===== src/ebh_defs.svh =====
// named constants for the external bus hold arbiter
`ifndef EBH_DEFS_SVH
`define EBH_DEFS_SVH

// clock and cpu period, in ns
`define EBH_CLK_NS 4
`define EBH_P_NS 4

// response windows, in cpu clock periods
`define EBH_HZ_MIN_P 4
`define EBH_ACK_MAX_P 2
`define EBH_ACKOFF_MIN_P 4
`define EBH_ACKOFF_MAX_P 7
`define EBH_REDRIVE_MIN_P 3
`define EBH_REDRIVE_MAX_P 6

// least times round up to whole cycles
`define EBH_HZ_MIN_CYC ((`EBH_HZ_MIN_P * `EBH_P_NS + `EBH_CLK_NS - 1) / `EBH_CLK_NS)
`define EBH_ACKOFF_MIN_CYC ((`EBH_ACKOFF_MIN_P * `EBH_P_NS + `EBH_CLK_NS - 1) / `EBH_CLK_NS)
`define EBH_REDRIVE_MIN_CYC ((`EBH_REDRIVE_MIN_P * `EBH_P_NS + `EBH_CLK_NS - 1) / `EBH_CLK_NS)

// pin to registered state change: two sync stages plus one decision edge
`define EBH_SEQ_LAT 3

// phase counter
`define EBH_CNT_W 3
`define EBH_HZ_MATCH (`EBH_HZ_MIN_CYC - `EBH_SEQ_LAT)
`define EBH_REDRIVE_MATCH (`EBH_REDRIVE_MIN_CYC - `EBH_SEQ_LAT)
`define EBH_ACKOFF_MATCH (`EBH_ACKOFF_MIN_CYC - `EBH_SEQ_LAT)

// field widths
`define EBH_CE_W 4
`define EBH_BE_W 4
`define EBH_DATA_W 32
`define EBH_ADDR_HI 21
`define EBH_ADDR_LO 2

// reset levels
`define EBH_OFF_N 1'b1
`define EBH_OFF 1'b0
`define EBH_ON 1'b1

`endif


===== src/ebh_pkg.sv =====
// types of the external bus hold arbiter
package ebh_pkg;
  `include "ebh_defs.svh"

  typedef enum logic [2:0] {
    EBH_IDLE   = 3'h0,
    EBH_WAIT   = 3'h1,
    EBH_FLOAT  = 3'h3,
    EBH_GRANT  = 3'h2,
    EBH_RESUME = 3'h6
  } ebh_state_t;

  typedef struct packed {
    logic meta;
    logic q;
  } ebh_sync_t;

  typedef struct packed {
    ebh_state_t st;
    logic [`EBH_CNT_W-1:0] cnt;
    logic ack_n;
    logic bus_oe;
    logic data_oe;
    logic [`EBH_CE_W-1:0] ce_n;
    logic [`EBH_BE_W-1:0] be_n;
    logic [`EBH_ADDR_HI:`EBH_ADDR_LO] addr;
    logic [`EBH_DATA_W-1:0] data;
    logic [`EBH_DATA_W-1:0] rd_data;
    logic are_n;
    logic aoe_n;
    logic awe_n;
    logic burst_sram_addr_strobe_n_n;
    logic burst_sram_output_enable_n_n;
    logic burst_sram_write_enable_n_n;
    logic sdram_addr_bit_ten;
    logic sdram_row_strobe_n_n;
    logic sdram_column_strobe_n_n;
    logic sdram_write_enable_n_n;
  } ebh_regs_t;
endpackage


===== src/ebh_arbiter.sv =====
// bus hold arbiter of the external memory port
// How it works
// - bus request passes a two-stage synchroniser, so it may arrive asynchronously.
// - outputs float no sooner than four cycles after request goes low.
// - acknowledge goes low at most two cycles after outputs float.
// - acknowledge returns high four to seven cycles after request release.
// - outputs are driven again three to six cycles after request release.
// - pending memory transfers finish before floating and acknowledging.
// - with no transfer in progress, grant follows with the least delay.
// - while grant disable is set, no grant is ever given.
// - all memory port outputs float while granted, driven again one cycle before acknowledge returns high.
`timescale 1ns/1ps
`include "ebh_defs.svh"
module ebh_arbiter
  import ebh_pkg::*;
(
  input wire logic clk_i,
  input wire logic rst_b_i,
  input wire logic bus_request_n_i,
  input wire logic grant_disable_i,
  input wire logic mem_busy_i,
  output logic mem_stall_o,
  output logic bus_grant_ack_n_o,
  input wire logic [`EBH_CE_W-1:0] mem_chip_enables_n_i,
  input wire logic [`EBH_BE_W-1:0] mem_byte_enables_n_i,
  input wire logic [`EBH_ADDR_HI:`EBH_ADDR_LO] mem_addr_i,
  input wire logic [`EBH_DATA_W-1:0] mem_wr_data_i,
  input wire logic mem_wr_data_oe_i,
  output logic [`EBH_DATA_W-1:0] mem_rd_data_o,
  input wire logic mem_async_read_strobe_n_i,
  input wire logic mem_async_output_enable_n_i,
  input wire logic mem_async_write_strobe_n_i,
  input wire logic mem_burst_sram_addr_strobe_n_i,
  input wire logic mem_burst_sram_output_enable_n_i,
  input wire logic mem_burst_sram_write_enable_n_i,
  input wire logic mem_sdram_addr_bit_ten_i,
  input wire logic mem_sdram_row_strobe_n_i,
  input wire logic mem_sdram_column_strobe_n_i,
  input wire logic mem_sdram_write_enable_n_i,
  output logic ext_bus_oe_o,
  output logic [`EBH_CE_W-1:0] chip_enables_n_o,
  output logic [`EBH_BE_W-1:0] byte_enables_n_o,
  output logic [`EBH_ADDR_HI:`EBH_ADDR_LO] ext_addr_bus_o,
  input wire logic [`EBH_DATA_W-1:0] ext_data_bus_i,
  output logic [`EBH_DATA_W-1:0] ext_data_bus_o,
  output logic ext_data_bus_oe_o,
  output logic async_read_strobe_n_o,
  output logic async_output_enable_n_o,
  output logic async_write_strobe_n_o,
  output logic burst_sram_addr_strobe_n_o,
  output logic burst_sram_output_enable_n_o,
  output logic burst_sram_write_enable_n_o,
  output logic sdram_addr_bit_ten_o,
  output logic sdram_row_strobe_n_o,
  output logic sdram_column_strobe_n_o,
  output logic sdram_write_enable_n_o
);

  ebh_regs_t r;
  ebh_regs_t n;
  logic req_s;

  ////////////////////////////////////////////////////////////////////////////
  // request synchroniser

  ebh_sync #(
    .RST_VAL(`EBH_OFF_N)
  ) u_req_sync (
    .clk_i(clk_i),
    .rst_b_i(rst_b_i),
    .d_i(bus_request_n_i),
    .q_o(req_s)
  );

  ////////////////////////////////////////////////////////////////////////////
  // next state

  always_comb
  begin
    n = r;
    // output stage follows the memory controller every cycle
    n.ce_n = mem_chip_enables_n_i;
    n.be_n = mem_byte_enables_n_i;
    n.addr = mem_addr_i;
    n.data = mem_wr_data_i;
    n.data_oe = mem_wr_data_oe_i;
    n.rd_data = ext_data_bus_i;
    n.are_n = mem_async_read_strobe_n_i;
    n.aoe_n = mem_async_output_enable_n_i;
    n.awe_n = mem_async_write_strobe_n_i;
    n.burst_sram_addr_strobe_n_n = mem_burst_sram_addr_strobe_n_i;
    n.burst_sram_output_enable_n_n = mem_burst_sram_output_enable_n_i;
    n.burst_sram_write_enable_n_n = mem_burst_sram_write_enable_n_i;
    n.sdram_addr_bit_ten = mem_sdram_addr_bit_ten_i;
    n.sdram_row_strobe_n_n = mem_sdram_row_strobe_n_i;
    n.sdram_column_strobe_n_n = mem_sdram_column_strobe_n_i;
    n.sdram_write_enable_n_n = mem_sdram_write_enable_n_i;
    // saturating phase counter
    if (r.cnt != '1)
    begin
      n.cnt = r.cnt + `EBH_CNT_W'(1);
    end
    unique case (r.st)
      EBH_IDLE:
      begin
        n.cnt = '0;
        if (!req_s && !grant_disable_i)
        begin
          n.st = EBH_WAIT;
        end
      end
      EBH_WAIT:
      begin
        if (req_s || grant_disable_i)
        begin
          n.st = EBH_IDLE;
        end
        else if (r.cnt >= `EBH_CNT_W'(`EBH_HZ_MATCH) && !mem_busy_i)
        begin
          n.st = EBH_FLOAT;
          n.bus_oe = `EBH_OFF;
        end
      end
      EBH_FLOAT:
      begin
        n.cnt = '0;
        if (grant_disable_i)
        begin
          n.st = EBH_RESUME;
        end
        else
        begin
          n.st = EBH_GRANT;
          n.ack_n = `EBH_OFF;
        end
      end
      EBH_GRANT:
      begin
        n.cnt = '0;
        if (req_s)
        begin
          n.st = EBH_RESUME;
        end
      end
      EBH_RESUME:
      begin
        if (r.cnt == `EBH_CNT_W'(`EBH_REDRIVE_MATCH))
        begin
          n.bus_oe = `EBH_ON;
        end
        if (r.cnt == `EBH_CNT_W'(`EBH_ACKOFF_MATCH))
        begin
          n.ack_n = `EBH_OFF_N;
          n.st = EBH_IDLE;
        end
      end
      default:
      begin
        n.st = EBH_IDLE;
        n.bus_oe = `EBH_ON;
        n.ack_n = `EBH_OFF_N;
      end
    endcase
  end

  ////////////////////////////////////////////////////////////////////////////
  // state register

  always_ff @(posedge clk_i or negedge rst_b_i)
  begin
    if (!rst_b_i)
    begin
      r <= '{st: EBH_IDLE, cnt: '0, ack_n: `EBH_OFF_N, bus_oe: `EBH_ON, data_oe: `EBH_OFF,
             ce_n: '1, be_n: '1, addr: '0, data: '0, rd_data: '0,
             are_n: `EBH_OFF_N, aoe_n: `EBH_OFF_N, awe_n: `EBH_OFF_N,
             burst_sram_addr_strobe_n_n: `EBH_OFF_N, burst_sram_output_enable_n_n: `EBH_OFF_N, burst_sram_write_enable_n_n: `EBH_OFF_N,
             sdram_addr_bit_ten: `EBH_OFF, sdram_row_strobe_n_n: `EBH_OFF_N, sdram_column_strobe_n_n: `EBH_OFF_N, sdram_write_enable_n_n: `EBH_OFF_N};
    end
    else
    begin
      r <= n;
    end
  end

  ////////////////////////////////////////////////////////////////////////////
  // outputs

  assign mem_stall_o = (r.st != EBH_IDLE);
  assign bus_grant_ack_n_o = r.ack_n;
  assign ext_bus_oe_o = r.bus_oe;
  assign ext_data_bus_oe_o = r.bus_oe & r.data_oe;
  assign chip_enables_n_o = r.ce_n;
  assign byte_enables_n_o = r.be_n;
  assign ext_addr_bus_o = r.addr;
  assign ext_data_bus_o = r.data;
  assign mem_rd_data_o = r.rd_data;
  assign async_read_strobe_n_o = r.are_n;
  assign async_output_enable_n_o = r.aoe_n;
  assign async_write_strobe_n_o = r.awe_n;
  assign burst_sram_addr_strobe_n_o = r.burst_sram_addr_strobe_n_n;
  assign burst_sram_output_enable_n_o = r.burst_sram_output_enable_n_n;
  assign burst_sram_write_enable_n_o = r.burst_sram_write_enable_n_n;
  assign sdram_addr_bit_ten_o = r.sdram_addr_bit_ten;
  assign sdram_row_strobe_n_o = r.sdram_row_strobe_n_n;
  assign sdram_column_strobe_n_o = r.sdram_column_strobe_n_n;
  assign sdram_write_enable_n_o = r.sdram_write_enable_n_n;

  ////////////////////////////////////////////////////////////////////////////
  // checks

  AST_REQ_SYNC:
    assert property (@(posedge clk_i) disable iff (!rst_b_i)
      req_s == $past(bus_request_n_i, 2))
    else $error("request synchroniser latency wrong");

  AST_FLOAT_MIN:
    assert property (@(posedge clk_i) disable iff (!rst_b_i)
      $fell(ext_bus_oe_o) |-> (!$past(bus_request_n_i, 5) && !$past(bus_request_n_i, 3)))
    else $error("port floated before least delay");

  AST_ACK_AFTER_FLOAT:
    assert property (@(posedge clk_i) disable iff (!rst_b_i)
      $fell(ext_bus_oe_o) && !grant_disable_i |-> ##[1:2] !bus_grant_ack_n_o)
    else $error("acknowledge late after float");

  AST_ACK_RELEASE:
    assert property (@(posedge clk_i) disable iff (!rst_b_i)
      $rose(bus_request_n_i) && !$past(bus_request_n_i, 2) && r.st == EBH_GRANT
      |-> !bus_grant_ack_n_o [*5] ##[1:3] bus_grant_ack_n_o)
    else $error("acknowledge release outside window");

  AST_REDRIVE:
    assert property (@(posedge clk_i) disable iff (!rst_b_i)
      $rose(bus_request_n_i) && !$past(bus_request_n_i, 2) && r.st == EBH_GRANT
      |-> !ext_bus_oe_o [*4] ##[1:3] ext_bus_oe_o)
    else $error("port not driven again in window");

  AST_DRAIN:
    assert property (@(posedge clk_i) disable iff (!rst_b_i)
      $fell(ext_bus_oe_o) |-> !$past(mem_busy_i))
    else $error("port floated during a transfer");

  AST_FAST_GRANT:
    assert property (@(posedge clk_i) disable iff (!rst_b_i)
      r.st == EBH_IDLE && $fell(bus_request_n_i)
      ##1 (!bus_request_n_i && !mem_busy_i && !grant_disable_i) [*5]
      |=> !bus_grant_ack_n_o)
    else $error("idle grant slower than least delay");

  AST_NO_GRANT:
    assert property (@(posedge clk_i) disable iff (!rst_b_i)
      grant_disable_i && bus_grant_ack_n_o |=> bus_grant_ack_n_o)
    else $error("grant given while disabled");

  AST_FLOATED:
    assert property (@(posedge clk_i) disable iff (!rst_b_i)
      !bus_grant_ack_n_o && r.st != EBH_RESUME |-> !ext_bus_oe_o && !ext_data_bus_oe_o)
    else $error("port driven while granted");

  AST_STALL:
    assert property (@(posedge clk_i) disable iff (!rst_b_i)
      !bus_grant_ack_n_o |-> mem_stall_o)
    else $error("transfers not held off while granted");

endmodule


===== src/ebh_sync.sv =====
// two flip-flop level synchroniser
`timescale 1ns/1ps
`include "ebh_defs.svh"
module ebh_sync
  import ebh_pkg::*;
#(
  parameter logic RST_VAL = `EBH_OFF_N
)
(
  input wire logic clk_i,
  input wire logic rst_b_i,
  input wire logic d_i,
  output logic q_o
);

  ebh_sync_t r;
  ebh_sync_t n;

  // first stage feeds only the second
  always_comb
  begin
    n.meta = d_i;
    n.q = r.meta;
  end

  always_ff @(posedge clk_i or negedge rst_b_i)
  begin
    if (!rst_b_i)
    begin
      r <= '{meta: RST_VAL, q: RST_VAL};
    end
    else
    begin
      r <= n;
    end
  end

  assign q_o = r.q;

endmodule


===== config.mk =====
export PLATFORM = sky130hd
export DESIGN_NAME = ebh_arbiter
export DESIGN_NICKNAME = d
export VERILOG_FILES = /design/src/ebh_pkg.sv /design/src/ebh_arbiter.sv /design/src/ebh_sync.sv
export VERILOG_INCLUDE_DIRS = /design/src
export SDC_FILE = /design/constraint.sdc
export NUM_CORES = 1
export LEC_CHECK = 0
export ABC_AREA = 1
export BUFFER_PORTS_ARGS = -buffer_cell sky130_fd_sc_hd__buf_2
export CAP_MARGIN = 20
export CORE_UTILIZATION = 25
export CTS_BUF_LIST = sky130_fd_sc_hd__clkbuf_4 sky130_fd_sc_hd__clkbuf_8 sky130_fd_sc_hd__clkbuf_16
export CTS_CLUSTER_DIAMETER = 50
export CTS_CLUSTER_SIZE = 28
export DETAILED_ROUTE_END_ITERATION = 8
export RECOVER_POWER = 25
export SLEW_MARGIN = 20
export SYNTH_ARGS = -nofsm -noshare
export SYNTH_HDL_FRONTEND = slang
export SYNTH_SLANG_ARGS = --single-unit

===== constraint.sdc =====
create_clock -name clk_i -period 2.1 [get_ports clk_i]
set_clock_uncertainty 0.15 [all_clocks]
set_input_delay 0.21 -clock clk_i [delete_from_list [all_inputs] [get_ports clk_i]]
set_output_delay 0.21 -clock clk_i [all_outputs]
set_load 0.01 [all_outputs]

Yosys cells after proc, flatten, opt, wreduce, memory -nomap -nowiden. Index checks and enable logic that the tools add are counted.

Word-level logic and storage cells: 72. Bits in registers: 113. Output and inout port bits: 106. Input bits: 108.

Add/subtract/negate cells: 1. Reduce and logical (&&, ||, !) cells: 15. Bitwise operators: 3. Muxes and demuxes: 16. Magnitude comparators: 1. Equality and inequality tests: 14.

Operators by type and width (count): $mux 3 (8); $pmux 3 s5 (1); $ne 2x2->1 const B (6); $reduce_and 4->1 (2); $eq 3x1->1 const B (2); $eq 3x2->1 const B (2); $logic_not 3->1 (2); $ne 3x3->1 const B (2); $pmux 1 s3 (2); $reduce_or 3->1 (2); $mux 1 (5); $add 3x1->3 const B (1); $eq 3x3->1 const B (1); $ge 3x1->1 const B (1); $logic_not 1->1 (3); $reduce_and 3->1 (1); $reduce_bool 3->1 (1); $logic_and 1x1->1 (2); $ne 2x1->1 const B (1); $not 1->1 (2); $reduce_bool 2->1 (1); $and 1x1->1 (1); $logic_or 1x1->1 (1).

Depth between registers and ports, before layout. Gate-level depths: netlist of the first run.

Depth after elaboration: 5. Mapped depth: 8. Depth with buffers taken out: 8.

Modules after synthesis. From an unflattened synthesis of the first run, not the netlist that was laid out.

Cell total of the unflattened synthesis: 276. Area total of the unflattened synthesis: 3903.7 µm².

Modules (own cells, without submodules): ebh_arbiter (cells each 274, seq. area each 2801.4 µm², area an instance 3851.2 µm², times used 1); ebh_sync (cells each 2, seq. area each 52.6 µm², area an instance 52.6 µm², times used 1).

Least setup slack after synthesis of the first run. OpenSTA, ideal clock, no wires.

Kind: flip-flop to flip-flop. From: reg r[105] in the netlist's numbering. To: reg r[107] in the netlist's numbering. Arrival: 1191 ps. Buffers on the path: 0. Cell stages (with the launch flop): 6. Clock period less this slack: 1454 ps. Library setup time: 113 ps. Data required time: 1837 ps. Slack: 646 ps. Path through: dfrtp_1 > ha_1 > ha_1 > mux2_2 > nand2_1 > inv_1.

Cells in the longest elaborated chain, start to end: 3. Elaborated cells between the ends (all ways): 5. Those cells by class: 1 x add/sub; 1 x eq/ne; 2 x mux; 1 x reduce/logical.

RTL lines: start, declared (RTL line ebh_arbiter.sv:59) `ebh_regs_t r;`; start signal, assigned (RTL line ebh_arbiter.sv:173) `` r <= '{st: EBH_IDLE, cnt: '0, ack_n: `EBH_OFF_N, bus_oe: `EBH_ON, data_oe: `EBH_OFF, ``; start signal, assigned (RTL line ebh_arbiter.sv:181) `r <= n;`; $add 3x1->3 (RTL line ebh_arbiter.sv:101) `` n.cnt = r.cnt + `EBH_CNT_W'(1); ``; $mux 3 (RTL line ebh_arbiter.sv:99) `if (r.cnt != '1)`; $mux 3 (RTL line ebh_arbiter.sv:103) `unique case (r.st)`.

Parallel ways exist; a longest one is shown, timed or not. The select of a mux whose other input is x is not followed. A chain may end at the register's enable or synchronous reset.

Worst setup path in the final report of the first run.
From: reg r[108] in the netlist's numbering. To: out mem_stall_o.

Cells in the longest elaborated chain, start to end: 1.

RTL lines: $reduce_bool 3->1 (RTL line ebh_arbiter.sv:188) `assign mem_stall_o = (r.st != EBH_IDLE);`; end, declared (RTL line ebh_arbiter.sv:22) `output logic mem_stall_o,`.

Every way passes these cells.

==> run metrics, run 1 <==
clock transition at the registers of the reported paths approximately 0.050 ns; Critical Path Source Type flop; type of the most critical hold path in2reg; total wire length 9.44 mm; final design utilization about two fifths; share of cells above drive strength 1 52.3%; capturing element type of the critical path primary output; critical path data required time 1.74 ns; Fin. Hold Viols 0; TritonCTS buffer count 17; maximum clock frequency 0.565 GHz; final net count between 600 and 700; number of failing setup endpoints in the final timing report 0; worst setup path class reg2out; largest net degree at the start of global routing 114; Max Slew Vio Count 0; initial antenna violation count 0; Global Route Usage Sum around 12%; die outline height ~130 um; sequential cell area fraction in the yosys report 73.4%; # H-tree levels 4; cell count after synthesis 270; count of distinct cell types in the synthesized netlist 21; Mapped Area 3890 um^2; mean number of vias per cell 3.79; Critical Path, Cell by Cell nor3_1 > inv_1 > buf_2; max-capacitance violation count 0; dpl hpwl 5.82 mm; number of gates resized after CTS 0; Synth warnings 0; first-pass GRT wire length 14.4 mm; clock period minus worst slack ~1.8 ns; asr flop ratio synth 100%; synth-to-layout area growth 60.3%; biggest area contributors in the synthesized netlist sky130_fd_sc_hd__dfrtp_1, sky130_fd_sc_hd__buf_4, sky130_fd_sc_hd__dfstp_2; leakage dissipation between 3 and 4 nW; worst slack, placed 0.565 ns; First-pass DRT Iterations 5; maximum net fanout on the critical path 7; clock net sink count 113; Final Cell Area 6230 um^2; multi-input logic area 292 um^2; total setup buffers inserted after CTS 0; Setup TNS 0 ns; number of synthesized flops with an enable pin 0; Ant. Diodes 0; most frequent cells after synthesis sky130_fd_sc_hd__buf_4, sky130_fd_sc_hd__dfrtp_1, sky130_fd_sc_hd__dfstp_2, sky130_fd_sc_hd__nand2_1, sky130_fd_sc_hd__inv_1; number of nets produced by synthesis ~380; crit path DAT 1.41 ns; power per cell area 1030 nW/um^2; commonest register cell after synthesis sky130_fd_sc_hd__dfrtp_1; area of placed instances 4520 um^2; total area of sequential cells 2850 um^2; number of core rows 45; synthesized area divided by synthesized cell count 14.4 um^2; Clk Latency, worst-skew pair 0.40 ns; run status completed; initial core utilization 25.6%; Least-Margin Pin Slew 0.573 ns; stage delay of the slowest cell on the critical path 0.45 ns; peak supply drop roughly 0.61 mV; maximum clock insertion buffer count 2; Via Count 2721; CTS tree built; number of global-route vias before repair 3005; Setup WS post-layout between 0.3 and 0.4 ns; number of hold buffers added after CTS 106; Synth top area share slightly below 60%; Boundary Pins 214; global route overflow 0; slowest stage cell, crit path sky130_fd_sc_hd__dfrtp_1; total DRC errors in the routed layout 0; Placeable Area 15200 um^2; biggest area consumer among synthesized cells sky130_fd_sc_hd__dfrtp_1; Seq cells post-synth about 110; final critical-path share of the clock period between 80 and 90%; post-route total power 6.41 mW; post-detailed-route wirelength per cell 13.1 um; GPL Wtd Cong ~0.78; post-route antenna net violation count 0; die width 127 um; setup repair after global routing missed its margin no; Filler Cells Inserted 1403; Worst slew margin a little over 60%; root buffer cell sky130_fd_sc_hd__clkbuf_16; number of port buffers 213; initial detailed-routing violation count 54; Die Outline Area between 15000 and 20000 um^2
## worst max-delay path: cells and delay by family, from the launching register on
kind                   cells  cell delay, ns
AND/OR/NAND/NOR            1            0.35
flip-flops                 1            0.45
buffers and inverters      2            0.21
## power breakdown
group | switching, mW | internal (mW) | leakage [nW] | total (mW)
registers | 0.0955 | 2.36 | 1.30 | 2.46
logic | 0.400 | 0.416 | 1.48 | 0.816
clock network | 0.950 | 2.18 | 0.320 | 3.13
total | 1.45 | 4.96 | 3.11 | 6.41
## area by class of cell
cell class / count / share of cell area [%]
repair buffers: 320 / 34.4
multi-input cells: 51 / 4.68
clock buffers: 21 / 7.51
flip-flops and latches: 113 / 45.8
clock inverters: 11 / 2.97
well taps: 188 / 3.77
inverters: 14 / 0.843
## state kept, by name, indices dropped and copies added (netlist names)
signal	flops
ext_data_bus_o	32
mem_rd_data_o	32
ext_addr_bus_o	20
r	7
byte_enables_n_o	4
chip_enables_n_o	4
async_output_enable_n_o	1
async_read_strobe_n_o	1
async_write_strobe_n_o	1
burst_sram_addr_strobe_n_o	1
burst_sram_output_enable_n_o	1
burst_sram_write_enable_n_o	1
bus_grant_ack_n_o	1
ext_bus_oe_o	1
sdram_addr_bit_ten_o	1
sdram_column_strobe_n_o	1
sdram_row_strobe_n_o	1
sdram_write_enable_n_o	1
u_req_sync.n	1
u_req_sync.q_o	1
## worst paths after layout
path	cells past startpoint	slack (ns)	from	endpoint
worst max-delay path	3	0.33	r[108]$_DFFE_PN0P_	mem_stall_o
worst min-delay path	5	0.03	mem_busy_i	ext_bus_oe_o$_DFFE_PN1P_
worst max register to register	5	0.58	r[105]$_DFFE_PN0P_	r[107]$_DFFE_PN0P_
worst min register to register	0	0.21	u_req_sync.n[0]$_DFF_PN1_	u_req_sync.q_o$_DFF_PN1_
max in group asynchronous	3	1.08	rst_b_i	ext_addr_bus_o[16]$_DFF_PN0_
min in group asynchronous	3	0.30	rst_b_i	ext_data_bus_o[2]$_DFF_PN0_
## layer usage
| metal | part of all wire (%) | track usage [%] | vias to the layer above |
|---|---|---|---|
| met5 | 0 | 0 | - |
| met4 | 3.3 | 7.91 | 0 |
| met3 | 7.9 | 4.81 | 26 |
| met2 | 54 | 22.1 | 152 |
| met1 | 35 | 11.3 | 1310 |
| li1 | - | - | 1233 |
## through the flow
stage	std cells	hold slack [ns]
2_1_floorplan	270	-0.236
3_3_place_gp	580	0.165
3_5_place_dp	580	0.167
4_1_cts	718	0.0184
5_1_grt	718	0.0445
6_report	718	0.0333
## cell families after synthesis
kind of cell,after synthesis,share of synthesized area (%)
compound gates,10,1.48
xor+xnor,1,0.225
fa+ha+maj,4,1.29
buf+inv,106,19.1
flops,113,73.4
mux,2,0.579
simple gates,34,3.93
## layout by cell type, fill, tap and decap left out, types with 3 or more instances in the layout
cell type,n
sky130_fd_sc_hd__nor2_2,4
sky130_fd_sc_hd__inv_1,10
sky130_fd_sc_hd__bufinv_16,5
sky130_fd_sc_hd__inv_2,4
sky130_fd_sc_hd__buf_2,209
sky130_fd_sc_hd__nand2_1,17
sky130_fd_sc_hd__dlygate4sd3_1,106
sky130_fd_sc_hd__dfstp_2,21
sky130_fd_sc_hd__dfrtp_1,92
sky130_fd_sc_hd__clkbuf_16,17
sky130_fd_sc_hd__o21ai_1,3
sky130_fd_sc_hd__ha_1,4
sky130_fd_sc_hd__nor2_1,7
sky130_fd_sc_hd__clkinv_2,4
No activity file was read; power rests on OpenSTA's default activity.
==> run 2: changes to the inputs <==
==> constraint.sdc (replaced) <==
create_clock -name clk_i -period 1.6 [get_ports clk_i]
set_clock_uncertainty 0.15 [all_clocks]
set_input_delay 0.16 -clock clk_i [delete_from_list [all_inputs] [get_ports clk_i]]
set_output_delay 0.16 -clock clk_i [all_outputs]
set_load 0.01 [all_outputs]
==> run 2 against run 1 <==
Effect of this change: wire length up 0.77%; cell count rose by 0.56%; non-clock buffer count increased by 4; critical path depth did not move; clock power rose by 20%; die area stayed put; critical path type unchanged; sequential share of layout area grew 0.12 points; clock-buffer cell count unchanged; global-route usage grew 0.10 points; largest cell class unchanged; sequential cell count did not move; via count up 0.11%.
==> run metrics, run 2 (synthesized netlist as in run 1, its figures left out) <==
run status completed; number of port buffers 213 (unchanged); post-route antenna net violation count 0 (unchanged); Fin. Hold Viols 0 (unchanged); critical path data required time 1.29 ns (-0.45 ns); Ant. Diodes 0 (unchanged); capturing element type of the critical path primary output; initial core utilization 25.6% (unchanged); Clk Latency, worst-skew pair 0.40 ns (about the same); share of cells above drive strength 1 53.4% (+1.1 points); First-pass DRT Iterations 4 (-1); die width 127 um (unchanged); first-pass GRT wire length 14.6 mm (+0.87%); Boundary Pins 214 (unchanged); Setup TNS 0 ns (unchanged); power per cell area 1310 nW/um^2 (+28%); # H-tree levels 4 (unchanged); total DRC errors in the routed layout 0 (unchanged); root buffer cell sky130_fd_sc_hd__clkbuf_16; TritonCTS buffer count 17 (unchanged); area of placed instances 4520 um^2 (unchanged); number of global-route vias before repair 3067 (+2.1%); die outline height 127 um (unchanged); max-capacitance violation count 0 (unchanged); crit path DAT 1.22 ns (-0.19 ns); dpl hpwl 5.82 mm (+0.10%); clock period minus worst slack 1.53 ns; Max Slew Vio Count 0 (unchanged); synth-to-layout area growth 60.1% (about the same); worst setup path class reg2out; initial antenna violation count 0 (unchanged); maximum clock frequency 0.653 GHz; number of failing setup endpoints in the final timing report 0 (unchanged); post-detailed-route wirelength per cell 13.2 um (+0.22%); leakage dissipation 3.10 nW (-0.31%); Least-Margin Pin Slew 0.564 ns (-0.00899 ns); Placeable Area 15200 um^2 (unchanged); Worst slew margin 62.4% (+0.60 points); leading cell type in the layout, fill and taps excluded sky130_fd_sc_hd__buf_2; Critical Path Source Type flop; most used cells in the layout excluding fill and tap cells sky130_fd_sc_hd__buf_2, sky130_fd_sc_hd__dlygate4sd3_1, sky130_fd_sc_hd__dfrtp_1; total wire length 9.51 mm (+0.77%); global route overflow 0 (unchanged); final critical-path share of the clock period 95.7%; maximum clock insertion buffer count 2 (unchanged); number of core rows 45 (unchanged); type of the most critical hold path reg2reg; peak supply drop 0.653 mV (+7.3%); post-route total power 8.16 mW (+27%); maximum net fanout on the critical path 4 (-3); Via Count 2724 (+0.11%); final design utilization 41.0% (about the same); clock net sink count 113 (unchanged); largest net degree at the start of global routing 114 (unchanged); Final Cell Area 6230 um^2 (about the same); clock transition at the registers of the reported paths 0.05 ns (about the same); CTS tree built; mean number of vias per cell 3.77 (-0.44%); Global Route Usage Sum 12.3% (+0.10 points); final net count 633 (+0.64%); setup repair after global routing missed its margin no; GPL Wtd Cong 0.786 (+0.76%); Die Outline Area 16100 um^2 (unchanged); initial detailed-routing violation count 61 (+13%)
[run 2: changes by cell type in the layout (fill, tap and decap cells not counted), moves of 2 or more]
cell	change
sky130_fd_sc_hd__buf_4	+3
sky130_fd_sc_hd__bufinv_16	-2
sky130_fd_sc_hd__dfrtp_1	-4
sky130_fd_sc_hd__dfrtp_2	+4
[run 2: through the flow]
step                      hold WS, ns  cells  setup WS, ns
after global routing            0.212    722        0.0119
after detailed placement        0.116    580        0.0634
final                           0.209    722        0.0681
after CTS                       0.208    720        0.0176
after floorplan                -0.286    270         0.146
after global placement          0.115    580         0.121
[run 2: power breakdown]
part           internal, mW  leakage (nW)  switching, mW  total (mW)
Sequential             3.11          1.30          0.131        3.24
Combinational         0.596          1.51          0.563        1.16
Clock                  2.52         0.293           1.25        3.77
Total                  6.22          3.10           1.94        8.16
[run 2: path summary, 6_finish.rpt]
kind	startpoint	end	slack, ns	cells after the start
setup / recovery	r[110]$_DFFE_PN0P_	mem_stall_o	0.07	3
hold / removal	u_req_sync.n[0]$_DFF_PN1_	u_req_sync.q_o$_DFF_PN1_	0.21	0
setup reg to reg	r[105]$_DFFE_PN0P_	r[107]$_DFFE_PN0P_	0.08	5
hold reg to reg	u_req_sync.n[0]$_DFF_PN1_	u_req_sync.q_o$_DFF_PN1_	0.21	0
max in group asynchronous	rst_b_i	r[105]$_DFFE_PN0P_	0.62	3
min in group asynchronous	rst_b_i	ext_data_bus_o[12]$_DFF_PN0_	0.25	3
[run 2: repair_timing]
action | 4_1_cts | 5_1_grt
gates resized for setup | 2 | 4
pin swaps | 1 | 1
endpoints found under the hold margin | 199 | 0
hold buffers | 107 | 0
buffers inserted | 1 | 2
endpoints found under the setup margin | 1 | 3
[run 2: layout make-up]
cell class                      count  area [um^2]
Clock buffer                       21          462
Fill cell                        1386         8970
Sequential cell                   113         2860
Inverter                           14         52.6
Tap cell                          188          235
Timing Repair Buffer              324         2180
Multi-Input combinational cell     51          303
Clock inverter                     11          138
[run 2: worst max-delay path: stages (launching register included)]
cell                      delay [ns]
sky130_fd_sc_hd__dfrtp_2        0.44
sky130_fd_sc_hd__nor3_4         0.19
sky130_fd_sc_hd__inv_1          0.05
sky130_fd_sc_hd__buf_2          0.13
[run 2: routing by layer]
| layer | wire length (um) | vias to the layer above | track usage (%) |
|---|---|---|---|
| li1 | - | 1245 | - |
| met1 | 3510 | 1313 | 11.9 |
| met2 | 5070 | 147 | 21.6 |
| met3 | 696 | 19 | 5.44 |
| met4 | 229 | 0 | 7.21 |
| met5 | 0 | - | 0 |
